`src/diag_dma_cfg_pkg.sv`:
```
// constants for the diagnostic and socket dma configuration register bank
package diag_dma_cfg_pkg;

    // ==================================================================
    // configuration offsets (byte addresses)
    localparam logic [7:0]  ID_OFF          = 8'h00;
    localparam logic [7:0]  DIAG_OFF        = 8'h93;
    localparam logic [7:0]  DMA_REQ_OFF     = 8'h94;
    localparam logic [7:0]  DMA_WIN_OFF     = 8'h98;

    // ==================================================================
    // reset values and the diagnostic write mask
    localparam logic [7:0]  DIAG_RESET      = 8'h21;
    localparam logic [31:0] DMA_REQ_RESET   = 32'h0000_0000;
    localparam logic [31:0] DMA_WIN_RESET   = 32'h0000_0000;
    localparam logic [7:0]  DIAG_WR_MASK    = 8'hbf;

    // ==================================================================
    // diagnostic field positions
    localparam int DIAG_ID_MASK_BIT  = 7;
    localparam int DIAG_RSVD_BIT     = 6;
    localparam int DIAG_ROUTE_BIT    = 5;
    localparam int DIAG_RETRY_OFF    = 4;
    localparam int DIAG_RETRY_LONG   = 3;
    localparam int DIAG_CB_DROP_BIT  = 2;
    localparam int DIAG_PCI_DROP_BIT = 1;
    localparam int DIAG_ASYNC_BIT    = 0;

    // ==================================================================
    // socket dma field positions
    localparam int WIN_BASE_LSB      = 4;
    localparam int WIN_BASE_MSB      = 15;
    localparam int WIN_EXT_BIT       = 3;
    localparam int WIN_WIDTH_LSB     = 1;
    localparam int WIN_EN_BIT        = 0;

    // ==================================================================
    // timing counts in pci clocks
    localparam logic [6:0]  RETRY_LIMIT_SHORT = 7'd16;
    localparam logic [6:0]  RETRY_LIMIT_LONG  = 7'd64;
    localparam int          DROP_SHORT_CLKS   = 1024;
    localparam int          DROP_LONG_CLKS    = 32768;

    // ==================================================================
    // encodings
    typedef enum logic [1:0] {
        DREQ_NONE   = 2'b00,
        DREQ_SPKR   = 2'b01,
        DREQ_IOIS16 = 2'b10,
        DREQ_INPACK = 2'b11
    } dreq_pin_t;

    typedef enum logic [1:0] {
        XFER_8BIT  = 2'b00,
        XFER_16BIT = 2'b01,
        XFER_RSV2  = 2'b10,
        XFER_RSV3  = 2'b11
    } xfer_width_t;

endpackage

```
`src/drop_timer.sv`:
```
// discard timer for one side's delayed transaction
`timescale 1ns/1ps
module drop_timer #(
    parameter int CNT_W      = 16,
    parameter int SHORT_CLKS = 1024,
    parameter int LONG_CLKS  = 32768
) (
    input  wire logic mclk,
    input  wire logic rst_n,
    input  wire logic ce,
    input  wire logic short_sel,
    input  wire logic start,
    input  wire logic done,
    output logic      running,
    output logic      expired
);
    logic [CNT_W-1:0] cnt_q;
    logic             run_q;
    logic             exp_q;

    // the length is taken at start so a mid-flight rewrite cannot
    // shorten a timer that is already counting
    always_ff @(posedge mclk) begin
        if (!rst_n) begin
            cnt_q <= '0;
            run_q <= 1'b0;
            exp_q <= 1'b0;
        end else if (ce) begin
            exp_q <= 1'b0;
            if (done) begin
                run_q <= 1'b0;
            end else if (start && !run_q) begin
                run_q <= 1'b1;
                cnt_q <= short_sel ? CNT_W'(SHORT_CLKS - 1)
                                   : CNT_W'(LONG_CLKS - 1);
            end else if (run_q) begin
                if (cnt_q == '0) begin
                    run_q <= 1'b0;
                    exp_q <= 1'b1;
                end else begin
                    cnt_q <= cnt_q - 1'b1;
                end
            end
        end
    end

    assign running = run_q;
    assign expired = exp_q;
endmodule

```
`src/diag_and_socket_dma_config.sv`:
```
// diagnostic and socket dma configuration registers with their control use
`timescale 1ns/1ps
// What this block does
// software should only write zeros into the diagnostic register
// diagnostic register is 8 bits at 93h, resets to 21h
// bit 7 set makes vendor and device id reads all ones
// diagnostic bit 6 always reads zero
// routing bit clear: status interrupt to pci when 803 bit 4 set
// routing bit set: status interrupt to pci when 805 bits 7-4 zero
// bit 4 set disables delayed transactions on pci side
// bit 3 set stretches retry latency limit from 16 to 64 clocks
// bit 2 picks card side discard timer: 2^10 set, 2^15 clear
// bit 1 picks pci side discard timer: 2^10 set, 2^15 clear
// bit 0 set makes status interrupts asynchronous, clear synchronous
// request select register at 94h, reset zero, bits 31-2 read zero
// bits 1-0 choose dreq pin: none, spkr, iois16, inpack
// dma window is 16 bytes inside the lowest 64 kbytes of io space
// no 32-bit dma, widest card transfer is 16 bits
// window register at 98h, reset zero, bits 31-16 and 3 read only
// bits 15-4 hold window base, other address bits fixed zero
// bits 2-1 give card dma width, 00 eight, 01 sixteen bits
// bit 0 enables window decode, bit 3 reads zero
// writes to read-only dma register bits are ignored
module diag_and_socket_dma_config
    import diag_dma_cfg_pkg::*;
#(
    parameter logic [31:0] DEVICE_ID_WORD = 32'h1234_5678, // arbitrary
    parameter int          DROP_SHORT     = diag_dma_cfg_pkg::DROP_SHORT_CLKS,
    parameter int          DROP_LONG      = diag_dma_cfg_pkg::DROP_LONG_CLKS
) (
    input  wire logic        mclk,
    input  wire logic        rst_n,
    input  wire logic        ce,
    // configuration access port
    input  wire logic        cfg_req,
    input  wire logic        cfg_we,
    input  wire logic [7:0]  cfg_addr,
    input  wire logic [3:0]  cfg_be,
    input  wire logic [31:0] cfg_wdata,
    output logic [31:0]      cfg_rdata,
    output logic             cfg_ack,
    // card status change routing
    input  wire logic        card_status_change,
    input  wire logic        legacy_irq_enable,
    input  wire logic [3:0]  legacy_irq_steer,
    output logic             pci_status_irq,
    // delayed transaction controls
    output logic             deferred_retry_off,
    output logic [6:0]       retry_limit_long,
    input  wire logic        pci_dt_start,
    input  wire logic        pci_dt_done,
    output logic             pci_dt_discard,
    input  wire logic        cb_dt_start,
    input  wire logic        cb_dt_done,
    output logic             cb_dt_discard,
    // socket dma
    output dreq_pin_t        dma_request_pin_select,
    output logic [15:0]      dma_window_base,
    output xfer_width_t      dma_transfer_width,
    output logic             dma_window_decode_enable,
    output logic             dma_card_16bit,
    input  wire logic [31:0] io_addr,
    input  wire logic        io_cycle,
    output logic             dma_window_hit
);
    import diag_dma_cfg_pkg::*;

    // ==================================================================
    // register storage
    logic [7:0]  diag_q;
    logic [1:0]  dreq_q;
    logic [11:0] base_q;
    logic [1:0]  width_q;
    logic        en_q;
    logic [31:0] rdata_q;
    logic        ack_q;
    logic        status_sync_q;

    logic        wr;
    logic        hit_diag;
    logic        hit_req;
    logic        hit_win;
    logic        hit_id;
    logic [7:0]  diag_rd;
    logic [31:0] req_rd;
    logic [31:0] win_rd;
    logic [31:0] rdata_d;

    assign wr       = cfg_req && cfg_we;
    assign hit_diag = cfg_addr[7:2] == DIAG_OFF[7:2];
    assign hit_req  = cfg_addr[7:2] == DMA_REQ_OFF[7:2];
    assign hit_win  = cfg_addr[7:2] == DMA_WIN_OFF[7:2];
    assign hit_id   = cfg_addr[7:2] == ID_OFF[7:2];

    // ==================================================================
    // diagnostic register
    // bit 6 is masked off on every write, so it cannot leak back on a read
    always_ff @(posedge mclk) begin
        if (!rst_n) begin
            diag_q <= DIAG_RESET;
        end else if (ce && wr && hit_diag && cfg_be[DIAG_OFF[1:0]]) begin
            diag_q <= cfg_wdata[31:24] & DIAG_WR_MASK;
        end
    end

    // ==================================================================
    // socket dma request select register
    always_ff @(posedge mclk) begin
        if (!rst_n) begin
            dreq_q <= DMA_REQ_RESET[1:0];
        end else if (ce && wr && hit_req && cfg_be[0]) begin
            dreq_q <= cfg_wdata[1:0];
        end
    end

    // ==================================================================
    // socket dma window control register
    always_ff @(posedge mclk) begin
        if (!rst_n) begin
            base_q  <= DMA_WIN_RESET[WIN_BASE_MSB:WIN_BASE_LSB];
            width_q <= DMA_WIN_RESET[2:1];
            en_q    <= DMA_WIN_RESET[WIN_EN_BIT];
        end else if (ce && wr && hit_win) begin
            if (cfg_be[0]) begin
                base_q[3:0] <= cfg_wdata[7:4];
                width_q     <= cfg_wdata[2:1];
                en_q        <= cfg_wdata[WIN_EN_BIT];
            end
            if (cfg_be[1]) begin
                base_q[11:4] <= cfg_wdata[15:8];
            end
        end
    end

    // ==================================================================
    // read path
    assign diag_rd = diag_q & DIAG_WR_MASK;
    assign req_rd  = {30'h0000_0000, dreq_q};
    // bits 31-16 and extended addressing bit 3 are hardwired zero
    assign win_rd  = {16'h0000, base_q, 1'b0, width_q, en_q};

    always_comb begin
        rdata_d = 32'h0000_0000;
        if (hit_id) begin
            rdata_d = diag_q[DIAG_ID_MASK_BIT] ? 32'hffff_ffff
                                               : DEVICE_ID_WORD;
        end else if (hit_diag) begin
            rdata_d = {diag_rd, 24'h00_0000};
        end else if (hit_req) begin
            rdata_d = req_rd;
        end else if (hit_win) begin
            rdata_d = win_rd;
        end
    end

    // every request seen with ce high gets an answer one clock later; unmapped reads give 0
    always_ff @(posedge mclk) begin
        if (!rst_n) begin
            rdata_q <= 32'h0000_0000;
            ack_q   <= 1'b0;
        end else if (ce) begin
            ack_q <= cfg_req;
            if (cfg_req && !cfg_we) begin
                rdata_q <= rdata_d;
            end
        end
    end

    assign cfg_rdata = rdata_q;
    assign cfg_ack   = ack_q;

    // ==================================================================
    // card status change routing
    logic status_route;

    assign status_route = diag_q[DIAG_ROUTE_BIT]
                        ? (legacy_irq_steer == 4'h0)
                        : legacy_irq_enable;

    always_ff @(posedge mclk) begin
        if (!rst_n) begin
            status_sync_q <= 1'b0;
        end else if (ce) begin
            status_sync_q <= card_status_change;
        end
    end

    // async mode bypasses the flop so the interrupt works with mclk stopped
    assign pci_status_irq = status_route && (diag_q[DIAG_ASYNC_BIT]
                            ? card_status_change : status_sync_q);

    // ==================================================================
    // delayed transaction controls
    assign deferred_retry_off = diag_q[DIAG_RETRY_OFF];
    assign retry_limit_long   = diag_q[DIAG_RETRY_LONG] ? RETRY_LIMIT_LONG
                                                        : RETRY_LIMIT_SHORT;

    logic pci_run;
    logic cb_run;

    // no pci side delayed transaction is started while they are disabled
    drop_timer #(
        .CNT_W      (16),
        .SHORT_CLKS (DROP_SHORT),
        .LONG_CLKS  (DROP_LONG)
    ) u_pci_drop (
        .mclk      (mclk),
        .rst_n     (rst_n),
        .ce        (ce),
        .short_sel (diag_q[DIAG_PCI_DROP_BIT]),
        .start     (pci_dt_start && !diag_q[DIAG_RETRY_OFF]),
        .done      (pci_dt_done),
        .running   (pci_run),
        .expired   (pci_dt_discard)
    );

    drop_timer #(
        .CNT_W      (16),
        .SHORT_CLKS (DROP_SHORT),
        .LONG_CLKS  (DROP_LONG)
    ) u_cb_drop (
        .mclk      (mclk),
        .rst_n     (rst_n),
        .ce        (ce),
        .short_sel (diag_q[DIAG_CB_DROP_BIT]),
        .start     (cb_dt_start),
        .done      (cb_dt_done),
        .running   (cb_run),
        .expired   (cb_dt_discard)
    );

    // ==================================================================
    // socket dma outputs and window decode
    assign dma_request_pin_select   = dreq_pin_t'(dreq_q);
    assign dma_window_base          = {base_q, 4'h0};
    assign dma_transfer_width       = xfer_width_t'(width_q);
    assign dma_window_decode_enable = en_q;
    // reserved width codes fall back to 8-bit; nothing goes past 16
    assign dma_card_16bit           = width_q == XFER_16BIT;
    assign dma_window_hit = io_cycle && en_q
                         && io_addr[31:4] == {16'h0000, base_q};

    logic [15:0] pci_age;
    always_ff @(posedge mclk) begin
        if (!rst_n || !pci_run) begin
            pci_age <= 16'h0000;
        end else if (ce) begin
            pci_age <= pci_age + 16'h0001;
        end
    end
endmodule

```
`config.mk`:
```
export PLATFORM = sky130hd
export DESIGN_NAME = diag_and_socket_dma_config
export DESIGN_NICKNAME = d
export VERILOG_FILES = /design/src/diag_dma_cfg_pkg.sv /design/src/drop_timer.sv /design/src/diag_and_socket_dma_config.sv
export SDC_FILE = /design/constraint.sdc
export NUM_CORES = 1
export LEC_CHECK = 0
export ABC_CLOCK_PERIOD_IN_PS = 2100
export BUFFER_PORTS_ARGS = -buffer_cell sky130_fd_sc_hd__buf_2
export CORE_MARGIN = 2
export CORE_UTILIZATION = 40
export CTS_CLUSTER_DIAMETER = 60
export DETAILED_ROUTE_END_ITERATION = 6
export PLACE_DENSITY = 0.67
export SLEW_MARGIN = 20
export SYNTH_ARGS = -nofsm -noshare
export SYNTH_HDL_FRONTEND = slang
export SYNTH_HIERARCHICAL = 1
export SYNTH_SLANG_ARGS = --single-unit
```
`constraint.sdc`:
```
create_clock -name mclk -period 2.1 [get_ports mclk]
set_input_delay 0.21 -clock mclk [delete_from_list [all_inputs] [get_ports mclk]]
set_output_delay 0.21 -clock mclk [all_outputs]
set_load 0.01 [all_outputs]
```
; Word level (Yosys, flattened, before mapping)
; Cells that the tools add are included.
[totals]
wordCells = 87
input_bits = 92
register_bits = 94
output_inout_bits = 67
[classes]
n_reduce_logical = 29
n_eq_ne = 7
bitwise = 2
n_addsub = 2
muxes = 32
[op_table]
columns = cell, count
row1 = 2-to-1 mux 16 bit, 8
row2 = 2-to-1 mux 32 bit, 3
row3 = zero test 16 bit, 2
row4 = subtractor 16 x 1 -> 16 bit (second input constant), 2
row5 = 2-to-1 mux 15 bit, 2
row6 = equality test 28 x 12 -> 1 bit, 1
row7 = equality test 6 bit (second input constant), 3
row8 = 2-to-1 mux 1 bit, 18
row9 = logical AND 1 bit, 14
row10 = AND reduction 4 bit, 2
row11 = 2-to-1 mux 7 bit, 1
row12 = zero test 6 bit, 1
row13 = AND reduction 2 bit, 3
row14 = zero test 1 bit, 4
row15 = zero test 4 bit, 1
row16 = != test 2 x 1 -> 1 bit (second input constant), 2
row17 = nonzero test 2 bit, 2
row18 = equality test 2 x 1 -> 1 bit (second input constant), 1
row19 = NOT 1 bit, 2

; Depth between registers and ports, before layout
; Gate-level depths: netlist (run 1).
[logic_depth]
word_depth = 5
ltp_mapped = 8

; Cells and area by module
; The synthesis (run 1) kept the hierarchy.
[by_module_without_submodules]
columns = mod, seq_area_each_um2, cells_per_inst, area_per_inst_um2, n_inst
row1 = diag_and_socket_dma_config, 1001.0, 257, 2356.0, 1
row2 = drop_timer, 360.3, 125, 1004.7, 2

; Worst setup path before layout (run 1)
; OpenSTA, ideal clock, no wires.
[synth_timing]
kind = reg2reg
from = register u_cb_drop.cnt_q[3]
to = register u_cb_drop.cnt_q[14]
slack_ns = 0.324
t_arrival_ns = 1.717
n_path_buf = 1
stages_incl_launch_ff = 7
setup_time_ns = 0.059
required_time_ns = 2.041
cell_sequence = dfxtp_1 nor4_4 nand4_1 buf_2 or4_1 a211oi_1 a31o_1
[synth_via]
elab_chain_len = 4
[synth_lines]
columns = item, line
row1 = start: declaration, drop_timer.sv:17  ; logic [CNT_W-1:0] cnt_q;
row2 = start signal: assignment, drop_timer.sv:34  ; cnt_q <= short_sel ? CNT_W'(SHORT_CLKS - 1)
row3 = start signal: assignment, drop_timer.sv:41  ; cnt_q <= cnt_q - 1'b1;
row4 = subtractor 16 x 1 -> 16 bit, drop_timer.sv:41
row5 = 2-to-1 mux 16 bit, drop_timer.sv:37  ; if (cnt_q == '0) begin
row6 = 2-to-1 mux 16 bit, drop_timer.sv:36  ; end else if (run_q) begin
row7 = 2-to-1 mux 16 bit, drop_timer.sv:32  ; end else if (start && !run_q) begin
; Parallel ways exist; a longest one is shown, timed or not. The select of a mux whose other input is x is not followed.
; A chain may end at the register's enable or synchronous reset.

; Worst setup path after layout (run 1)
[layout_timing]
from = register u_pci_drop.cnt_q[0]
to = register u_pci_drop.cnt_q[15]
[layout_via]
elab_chain_len = 4
[layout_lines]
columns = item, line
row1 = start: declaration, drop_timer.sv:17
row2 = start signal: assignment, drop_timer.sv:34
row3 = start signal: assignment, drop_timer.sv:41
row4 = subtractor 16 x 1 -> 16 bit, drop_timer.sv:41
row5 = 2-to-1 mux 16 bit, drop_timer.sv:37
row6 = 2-to-1 mux 16 bit, drop_timer.sv:36
row7 = 2-to-1 mux 16 bit, drop_timer.sv:32
; Parallel ways exist; a longest one is shown, timed or not. The select of a mux whose other input is x is not followed.

==> results.json, run 1 <==
{
  "ctsHtreeMaxLevel": 3,
  "grt_remaining_overflow": 0,
  "p_int_mw": 2.69,
  "drtPass1Iterations": 4,
  "cts_hold_buffers": 0,
  "wl_per_cell_um": 14.3,
  "fin_total_pwr_mw": 3.71,
  "met2_wirelength_um": 5350,
  "critical_path.max_stage_delay_ns": 0.37,
  "synth.top_cells.by_area": "sky130_fd_sc_hd__dfxtp_1 39%, sky130_fd_sc_hd__a21oi_1 6.1%, sky130_fd_sc_hd__mux2i_1 5.7%",
  "core-area_um2": 10700,
  "avgSynthCellArea_um2": 8.61,
  "mappedNetlistArea_um2": 4370,
  "antenna_violations_before_repair": 0,
  "numCtsBuffers": 9,
  "ctsLongestPathBuffers": 2,
  "power.net_switching_mw": 1.02,
  "finalNetCount": 740,
  "status": "finished clean",
  "floorplan.rows": 38,
  "worst_r2r_path_depth": 9,
  "utilization": 0.505,
  "timing.critical_path.slowest_stage_cell": "sky130_fd_sc_hd__dfxtp_1",
  "routed_wl_um": 11300,
  "yosysSeqAreaShare": 0.394,
  "crit_path_frequent_cell": "sky130_fd_sc_hd__buf_4",
  "worstSetupEndpointType": "register",
  "placed_area_um2": 5200,
  "maxSlewHeadroom": 0.574,
  "drive_gt1_frac": 0.278,
  "hold_end": "diag_q[5]",
  "worst_clock_skew_ns": 0.0151,
  "timing_worst_setup_path_type": "register to register",
  "cts.clk_slew.worst_paths_ns": 0.09,
  "start_util": 0.406,
  "synth.ff_latch_count": 86,
  "clk_latency_ns": 0.36,
  "min-delay-path-class": "input port to register",
  "sw_frac_of_total": 0.275,
  "worst_slack_at_placement_ns": 0.165,
  "dpl.cell_count": 774,
  "topRoutingLayerUsed": "met4",
  "place.detailed.hpwl_um": 8630,
  "synth_warnings": 6,
  "hold_depth": 3,
  "crit_path_cell_trace": "inv_1 -> ha_1 -> nor2b_1 -> nand4_1 -> buf_4 -> o21ai_1 -> buf_4 -> or3_1 -> a21oi_1",
  "route.vias.total": 4209,
  "regToRegSetupSlack_ns": 0.16,
  "p_leak_nw": 2.28,
  "yosysTopAreaCellShare": 0.394,
  "final_min_period_over_clock_period": 0.924,
  "m1WireLength_um": 4890,
  "final_critical_path_setup_slack_ns": 0.159,
  "vias_per_cell": 5.33,
  "layout.cells.non_filler": 790,
  "tritoncts": "built",
  "ant_diodes": 0,
  "worst_hold_startpoint": "cfg_wdata[29]",
  "layout-area-overhead-vs-synth_pct": 24.3,
  "ys_dominant_reg_cell": "sky130_fd_sc_hd__dfxtp_1",
  "grt_setup_unrepaired": "false",
  "numClockSinks": 86,
  "netlist-cell-type-count": 50,
  "grt_util_all_layers": 0.197,
  "setup.worst_path.start_class": "register",
  "die-height_um": 108,
  "vias_in_the_first_global_route": 3950,
  "final_area_um2": 5430,
  "drcViolationCount": 0,
  "synthCells": 507,
  "io-pin-count": 159,
  "maximum_number_of_pins_on_one_net_before_global_route_repair": 34,
  "ctsRootBufferMaster": "sky130_fd_sc_hd__clkbuf_8",
  "hold-worst-slack_ns": 0.0804,
  "cts_resized": 0,
  "finalSetupViolations": 0,
  "layout_common_cells": "132 x sky130_fd_sc_hd__buf_2, 86 x sky130_fd_sc_hd__dfxtp_1, 53 x sky130_fd_sc_hd__a21oi_1",
  "final_max_slew_viol_count": 0,
  "grt_first_pass_wirelength_um": 18500,
  "synth_enable_flop_cells": 0,
  "dr_wl_met3_um": 864,
  "die_w_um": 108,
  "filler_cell_count": 1079,
  "setup-tns-final_ns": 0,
  "number_of_maximum_capacitance_constraint_violations": 0,
  "postCtsSetupRepairBufs": 0,
  "pwrdens_nw_per_um2": 685,
  "hold_violations": 0,
  "layout.cells.most_common": "sky130_fd_sc_hd__buf_2",
  "critical_path.reg2reg.endpoint": "u_pci_drop/cnt_q[15]",
  "critical_path.max_fanout": 9,
  "timing.final.crit_period_ns": 1.94,
  "max_slew.worst_pin.slew_ns": 0.632,
  "proportion_of_synthesized_flip_flops_having_asynchronous_set_or_reset": 0,
  "p_comb_frac": 0.179,
  "drt.antenna.violating_nets": 0,
  "worst_vdd_ir_v": 0.000383,
  "timing.critical_path.arrival_ns": 2.24,
  "timing.critical_path.required_ns": 2.40,
  "portBuffers": 132,
  "gpl.final_weighted_congestion": 0.879,
  "fmaxAchievable_mhz": 515,
  "power.clock.fraction": 0.345,
  "fp.dieArea_um2": 11800,
  "detailedRoute.firstIterationViolations": 201,
  "timing.rr.start": "u_pci_drop/cnt_q[0]",
  "cell_accounting_for_the_most_synthesized_area": "sky130_fd_sc_hd__dfxtp_1",
  "share_seq_of_total_power": 0.477
}
## per-layer routing
metal | vias up | global-route usage
met4 | 0 | 0.0696
met1 | 1948 | 0.247
met2 | 162 | 0.330
met3 | 17 | 0.0452
li1 | 2082 | -
met5 | - | 0
## sequential cells by signal, summed over array words and instances (netlist names)
register / flops
cfg_rdata: 24
base_q: 12
dma_window_decode_enable: 1
u_cb_drop/cnt_q: 16
dma_request_pin_select: 2
u_cb_drop/running: 1
dma_transfer_width: 2
status_sync_q: 1
diag_q: 7
u_pci_drop/cnt_q: 16
u_pci_drop/expired: 1
u_pci_drop/running: 1
u_cb_drop/expired: 1
cfg_ack: 1
## cells by family after synthesis
group                    count (synthesis)  share of synthesized area
AO/OA/AOI/OAI                          133                      0.183
AND/OR/NAND/NOR                        184                      0.244
XOR/XNOR                                26                     0.0522
multiplexers                            25                     0.0573
buffers and inverters                   50                     0.0628
adder cells (fa/ha/maj)                  2                    0.00573
flip-flops                              86                      0.394
other                                    1                   0.000859
## worst max-delay path: cells and delay by family, from the launching register on
kind / cells / cell delay (ns)
fa+ha+maj: 1 / 0.23
compound gates: 2 / 0.21
flops: 1 / 0.37
buf+inv: 3 / 0.39
simple gates: 3 / 0.70
## power groups by stage
| stage | Combinational, mW | Clock (mW) | Sequential [mW] |
|---|---|---|---|
| 6_report | 0.664 | 1.28 | 1.77 |
| 5_1_grt | 0.738 | 1.36 | 1.78 |
| 3_5_place_dp | 0.655 | 0 | 1.81 |
| 4_1_cts | 0.656 | 1.31 | 1.77 |
| 3_3_place_gp | 0.642 | 0 | 1.80 |
| 2_1_floorplan | 0.426 | 0 | 1.81 |
## worst max path at each step
stage | startpoint | endpoint | slack (ns) | cells after the start
after floorplan | u_cb_drop/cnt_q[3] | u_cb_drop/cnt_q[14] | 0.32 | 6
after global routing | dma_window_decode_enable | dma_window_hit | 0.003 | 5
after detailed placement | u_pci_drop/cnt_q[3] | u_pci_drop/cnt_q[14] | 0.17 | 5
after CTS | u_pci_drop/cnt_q[3] | u_pci_drop/cnt_q[14] | 0.15 | 5
final | u_pci_drop/cnt_q[0] | u_pci_drop/cnt_q[15] | 0.16 | 9
after global placement | u_cb_drop/cnt_q[3] | u_cb_drop/cnt_q[14] | 0.26 | 5
## cell type report
cell class / instances / area, um^2 / share of cell area
Multi-Input combinational cell: 379 / 2400 / 0.443
Sequential cell: 86 / 1720 / 0.317
Timing Repair Buffer: 161 / 878 / 0.162
Tap cell: 140 / 175 / 0.0323
Clock buffer: 12 / 145 / 0.0268
Clock inverter: 3 / 68.8 / 0.0127
Inverter: 9 / 33.8 / 0.00623
## synth_stat cells (all sizes together) (13+ instances only)
cell type / number
a21oi: 53
buf: 27
clkbuf: 14
dfxtp: 86
mux2i: 25
nand2: 32
nor2: 27
nor2b: 37
nor3: 14
nor4: 15
o21ai: 34
xnor2: 13
xor2: 13
Note: power is estimated with default switching activity, not from simulation.
==> run 2: changes to the inputs <==
- RECOVER_POWER: unset -> 100
==> run 2 against run 1 <==
Against the previous run:
- clock-buffer cell count unchanged
- first-iteration DRC count decreased by 5.5%
- clock power about the same
- sequential power barely moved
- via count is 0.74% lower
- global-route usage did not move
- die area did not move
- core utilization down 1.3 points
- final cell count is the same
- flip-flop and latch count did not move
- critical path depth unchanged
- critical endpoint unchanged
- largest power group unchanged
==> results.json, run 2 (synthesis gave the netlist of run 1 again) <==
{
  "status": "finished clean",
  "cp_top_family": "simple AND/OR/NAND/NOR gates",
  "crit_path_cell_trace": "inv_1 -> ha_1 -> nor2b_1 -> nand4_1 -> clkbuf_4 -> o21ai_1 -> clkbuf_2 -> or3_1 -> a21oi_1",
  "ctsRootBufferMaster": "sky130_fd_sc_hd__clkbuf_8",
  "final_max_slew_viol_count": 0,
  "max_slew.worst_pin.slew_ns": 1.07,
  "p_leak_nw": 1.99,
  "finalSetupViolations": 0,
  "min-delay-path-class": "input port to register",
  "clk_latency_ns": 0.36,
  "timing.final.crit_period_ns": 2.00,
  "timing.critical_path.required_ns": 2.40,
  "timing_worst_setup_path_type": "register to register",
  "portBuffers": 132,
  "setup-tns-final_ns": 0,
  "worst-path-buf-inv": 3,
  "io-pin-count": 159,
  "fmaxAchievable_mhz": 501,
  "cts.clk_slew.worst_paths_ns": 0.09,
  "antenna_violations_before_repair": 0,
  "placed_area_um2": 5200,
  "postCtsSetupRepairBufs": 0,
  "grt_first_pass_wirelength_um": 18500,
  "final_critical_path_setup_slack_ns": 0.105,
  "drt.antenna.violating_nets": 0,
  "layout.cells.non_filler": 790,
  "pwrdens_nw_per_um2": 698,
  "worst_vdd_ir_v": 0.000383,
  "detailedRoute.firstIterationViolations": 190,
  "vias_per_cell": 5.29,
  "cts_hold_buffers": 0,
  "grt_remaining_overflow": 0,
  "hold-worst-slack_ns": 0.0811,
  "setup.worst_path.start_class": "register",
  "maxSlewHeadroom": 0.289,
  "place.detailed.hpwl_um": 8630,
  "utilization": 0.492,
  "critical_path.max_fanout": 9,
  "grt_util_all_layers": 0.197,
  "number_of_maximum_capacitance_constraint_violations": 0,
  "ant_diodes": 0,
  "maximum_number_of_pins_on_one_net_before_global_route_repair": 34,
  "cts_resized": 0,
  "drive_gt1_frac": 0.172,
  "floorplan.rows": 38,
  "finalNetCount": 740,
  "timing.critical_path.arrival_ns": 2.30,
  "layout-area-overhead-vs-synth_pct": 21.2,
  "ctsLongestPathBuffers": 2,
  "worst_clock_skew_ns": 0.0139,
  "hold_violations": 0,
  "final_area_um2": 5290,
  "fin_total_pwr_mw": 3.69,
  "drcViolationCount": 0,
  "die-height_um": 108,
  "final_min_period_over_clock_period": 0.950,
  "wl_per_cell_um": 14.2,
  "drtPass1Iterations": 4,
  "layout_common_cells": "86 x sky130_fd_sc_hd__dfxtp_1, 73 x sky130_fd_sc_hd__buf_2, 69 x sky130_fd_sc_hd__clkbuf_1",
  "worst_slack_at_placement_ns": 0.165,
  "dpl.cell_count": 774,
  "route.vias.total": 4178,
  "routed_wl_um": 11300,
  "numClockSinks": 86,
  "core-area_um2": 10700,
  "grt_setup_unrepaired": "false",
  "tritoncts": "built",
  "timing.critical_path.slowest_stage_cell": "sky130_fd_sc_hd__dfxtp_1",
  "ctsHtreeMaxLevel": 3,
  "start_util": 0.406,
  "layout.cells.most_common": "sky130_fd_sc_hd__dfxtp_1",
  "vias_in_the_first_global_route": 3950,
  "fp.dieArea_um2": 11800,
  "critical_path.max_stage_delay_ns": 0.37,
  "gpl.final_weighted_congestion": 0.879,
  "die_w_um": 108,
  "numCtsBuffers": 9,
  "worstSetupEndpointType": "register",
  "largest_register_ffs": 24
}
run 2: changes by cell type in the layout (fill, tap and decap cells not counted), moves of 3 or more:
cell	delta
sky130_fd_sc_hd__clkbuf_1	+67
sky130_fd_sc_hd__clkbuf_2	+3
sky130_fd_sc_hd__buf_2	-59
sky130_fd_sc_hd__buf_4	-12
run 2: layout make-up:
| type | instances | area [um^2] |
|---|---|---|
| Clock buffer | 12 | 145 |
| Clock inverter | 3 | 68.8 |
| Fill cell | 1124 | 5460 |
| Inverter | 9 | 33.8 |
| Multi-Input combinational cell | 379 | 2380 |
| Sequential cell | 86 | 1720 |
| Tap cell | 140 | 175 |
| Timing Repair Buffer | 161 | 767 |
run 2: worst paths after layout:
kind	startpoint	end	slack [ns]	cells after the start
max	u_pci_drop/cnt_q[0]	u_pci_drop/cnt_q[15]	0.10	9
min	cfg_wdata[29]	diag_q[5]	0.08	3
max reg2reg	u_pci_drop/cnt_q[0]	u_pci_drop/cnt_q[15]	0.10	9
min reg2reg	cfg_rdata[31]	cfg_rdata[31]	0.47	2
run 2: where the power goes:
group / internal, mW / switching (mW)
clock network: 0.700 / 0.580
registers: 1.70 / 0.0716
logic: 0.273 / 0.368
run 2: routing by layer:
metal  track usage  routed length (um)  vias up
li1              -                   -     2079
met1         0.247                4950     1931
met2         0.330                5370      155
met3        0.0452                 778       13
met4        0.0696                 158        0
met5             0                   0        -
run 2: worst register-to-register path: cells and delay by family (launching register included):
kind | cells | cell delay, ns
simple gates | 3 | 0.72
fa+ha+maj | 1 | 0.23
buf+inv | 3 | 0.43
compound gates | 2 | 0.20
flops | 1 | 0.37
==> run 3: changes to the inputs <==
- CELL_PAD_IN_SITES_DETAIL_PLACEMENT: unset -> 0
- CELL_PAD_IN_SITES_GLOBAL_PLACEMENT: unset -> 1
- CORE_MARGIN: 2 -> 5
- CORE_UTILIZATION: 40 -> 36
- PLACE_DENSITY: 0.67 -> 0.87
==> run 3 against run 2 <==
Against the previous run:
- register-to-register slack gained 0.04 ns
- first-iteration DRC count grew 15%
- routed wire length grew 9.6%
- critical path type unchanged
- critical endpoint is now u_cb_drop/cnt_q[15]
- highest routed layer unchanged
==> results.json, run 3 (synthesis gave the netlist of run 1 again) <==
{
  "status": "finished clean",
  "setup.worst_path.start_class": "register",
  "finalNetCount": 736,
  "critical_path.max_stage_delay_ns": 0.37,
  "grt_remaining_overflow": 0,
  "ctsRootBufferMaster": "sky130_fd_sc_hd__clkbuf_16",
  "start_util": 0.365,
  "timing.critical_path.required_ns": 2.36,
  "grt_first_pass_wirelength_um": 20400,
  "drive_gt1_frac": 0.178,
  "timing.critical_path.slowest_stage_cell": "sky130_fd_sc_hd__dfxtp_1",
  "ctsHtreeMaxLevel": 3,
  "worst_vdd_ir_v": 0.000302,
  "worstSetupEndpointType": "register",
  "detailedRoute.firstIterationViolations": 219,
  "p_leak_nw": 2.03,
  "hold-worst-slack_ns": 0.112,
  "worst_clock_skew_ns": 0.00631,
  "maxSlewHeadroom": 0.289,
  "grt_util_met3": 0.0434,
  "floorplan.rows": 40,
  "crit_path_cell_trace": "inv_1 -> ha_1 -> nor2b_1 -> nand4_1 -> clkbuf_2 -> o21ai_0 -> buf_4 -> or3_1 -> a21oi_1",
  "tritoncts": "built",
  "timing.critical_path.arrival_ns": 2.22,
  "globalRouteMet1Util": 0.215,
  "ant_diodes": 0,
  "fp.dieArea_um2": 14400,
  "final_min_period_over_clock_period": 0.932,
  "largest_register_ffs": 24,
  "vias_per_cell": 5.27,
  "clk_latency_ns": 0.33,
  "critical_path.max_fanout": 14,
  "hold_violations": 0,
  "die-height_um": 120,
  "numClockSinks": 86,
  "grt_use_met2": 0.287,
  "setup-tns-final_ns": 0,
  "finalSetupViolations": 0,
  "wl_per_cell_um": 15.5,
  "grt_setup_unrepaired": "false",
  "regToRegSetupSlack_ns": 0.14,
  "maximum_number_of_pins_on_one_net_before_global_route_repair": 31,
  "drtPass1Iterations": 4,
  "ctsLongestPathBuffers": 2,
  "fmaxAchievable_mhz": 511,
  "gpl.final_weighted_congestion": 0.856,
  "drcViolationCount": 0,
  "number_of_maximum_capacitance_constraint_violations": 0,
  "max_slew.worst_pin.slew_ns": 1.07,
  "route.vias.total": 4187,
  "io-pin-count": 159,
  "portBuffers": 132,
  "timing.final.crit_period_ns": 1.96,
  "numCtsBuffers": 9,
  "vias_in_the_first_global_route": 4199,
  "die_w_um": 120,
  "cts.clk_slew.worst_paths_ns": 0.06,
  "pwrdens_nw_per_um2": 784,
  "timing_worst_setup_path_type": "register to register",
  "routed_wl_um": 12300,
  "layout.cells.most_common": "sky130_fd_sc_hd__dfxtp_1",
  "layout-area-overhead-vs-synth_pct": 24.4,
  "min-delay-path-class": "input port to register",
  "layout_common_cells": "86 x sky130_fd_sc_hd__dfxtp_1, 74 x sky130_fd_sc_hd__buf_2, 66 x sky130_fd_sc_hd__clkbuf_1",
  "grt.busiest_layer": "met2",
  "drt.antenna.violating_nets": 0,
  "antenna_violations_before_repair": 0,
  "final_max_slew_viol_count": 0,
  "grt_util_all_layers": 0.173,
  "core-area_um2": 12000,
  "cts_hold_buffers": 0,
  "place.detailed.hpwl_um": 9340
}
## run 3: changes by cell type in the layout (fill, tap and decap cells not counted), moves of 2 or more
cell / change
sky130_fd_sc_hd__nor4_1: -2
sky130_fd_sc_hd__clkbuf_1: -3
sky130_fd_sc_hd__clkbuf_16: +9
sky130_fd_sc_hd__clkbuf_8: -9
sky130_fd_sc_hd__clkbuf_2: -2
## run 3: timing repair
| action | in CTS | in global routing |
|---|---|---|
| gates cloned | 0 | 0 |
| resized for setup | 2 | 2 |
| setup endpoints to repair | 1 | 3 |
| setup buffers | 0 | 1 |
| pin swaps | 0 | 2 |
## run 3: layer usage
layer	wire length (um)	part of all wire	vias up
met4	282	0.023	0
met3	838	0.068	23
met2	5830	0.47	147
li1	-	-	2085
met1	5380	0.44	1932
met5	0	0	-
## run 3: worst max-delay path: cells and delay by family (launching register included)
| kind | cells | cell delay, ns |
|---|---|---|
| simple gates | 3 | 0.60 |
| buf+inv | 3 | 0.44 |
| flops | 1 | 0.37 |
| compound gates | 2 | 0.26 |
| fa+ha+maj | 1 | 0.22 |
## run 3: final cells by class
cell class,count,area [um^2]
fill,1160,6530
multi-input combinational,379,2400
sequential,86,1720
timing repair buffer,157,747
clock buffer,11,243
tap,147,184
clock inverter,5,106
inverter,9,33.8
## run 3: worst paths after layout
check,from,end,depth (start not counted)
worst min register to register,cfg_rdata[31],cfg_rdata[31],2
worst max-delay path,u_cb_drop/cnt_q[0],u_cb_drop/cnt_q[15],9
worst min-delay path,cfg_wdata[24],diag_q[0],3
worst max register to register,u_cb_drop/cnt_q[0],u_cb_drop/cnt_q[15],9
## run 3: report_power, final
part	switching (mW)	internal [mW]	total, mW
combinational	0.379	0.271	0.650
clock	0.637	1.20	1.83
sequential	0.0742	1.70	1.78
total	1.09	3.17	4.26
## run 3: stage by stage
| stage | worst slack (ns) | util | power, mW | area [um^2] | cells |
|---|---|---|---|---|---|
| CTS | 0.0204 | 0.463 | 4.31 | 5540 | 793 |
| detailed placement | 0.0963 | 0.433 | 2.46 | 5180 | 777 |
| global route | 0.0247 | 0.454 | 4.46 | 5430 | 794 |
| global placement | 0.208 | 0.433 | 2.45 | 5180 | 777 |
| floorplan | 0.324 | - | 2.23 | 4400 | 515 |
| finish | 0.143 | 0.454 | 4.26 | 5430 | 794 |
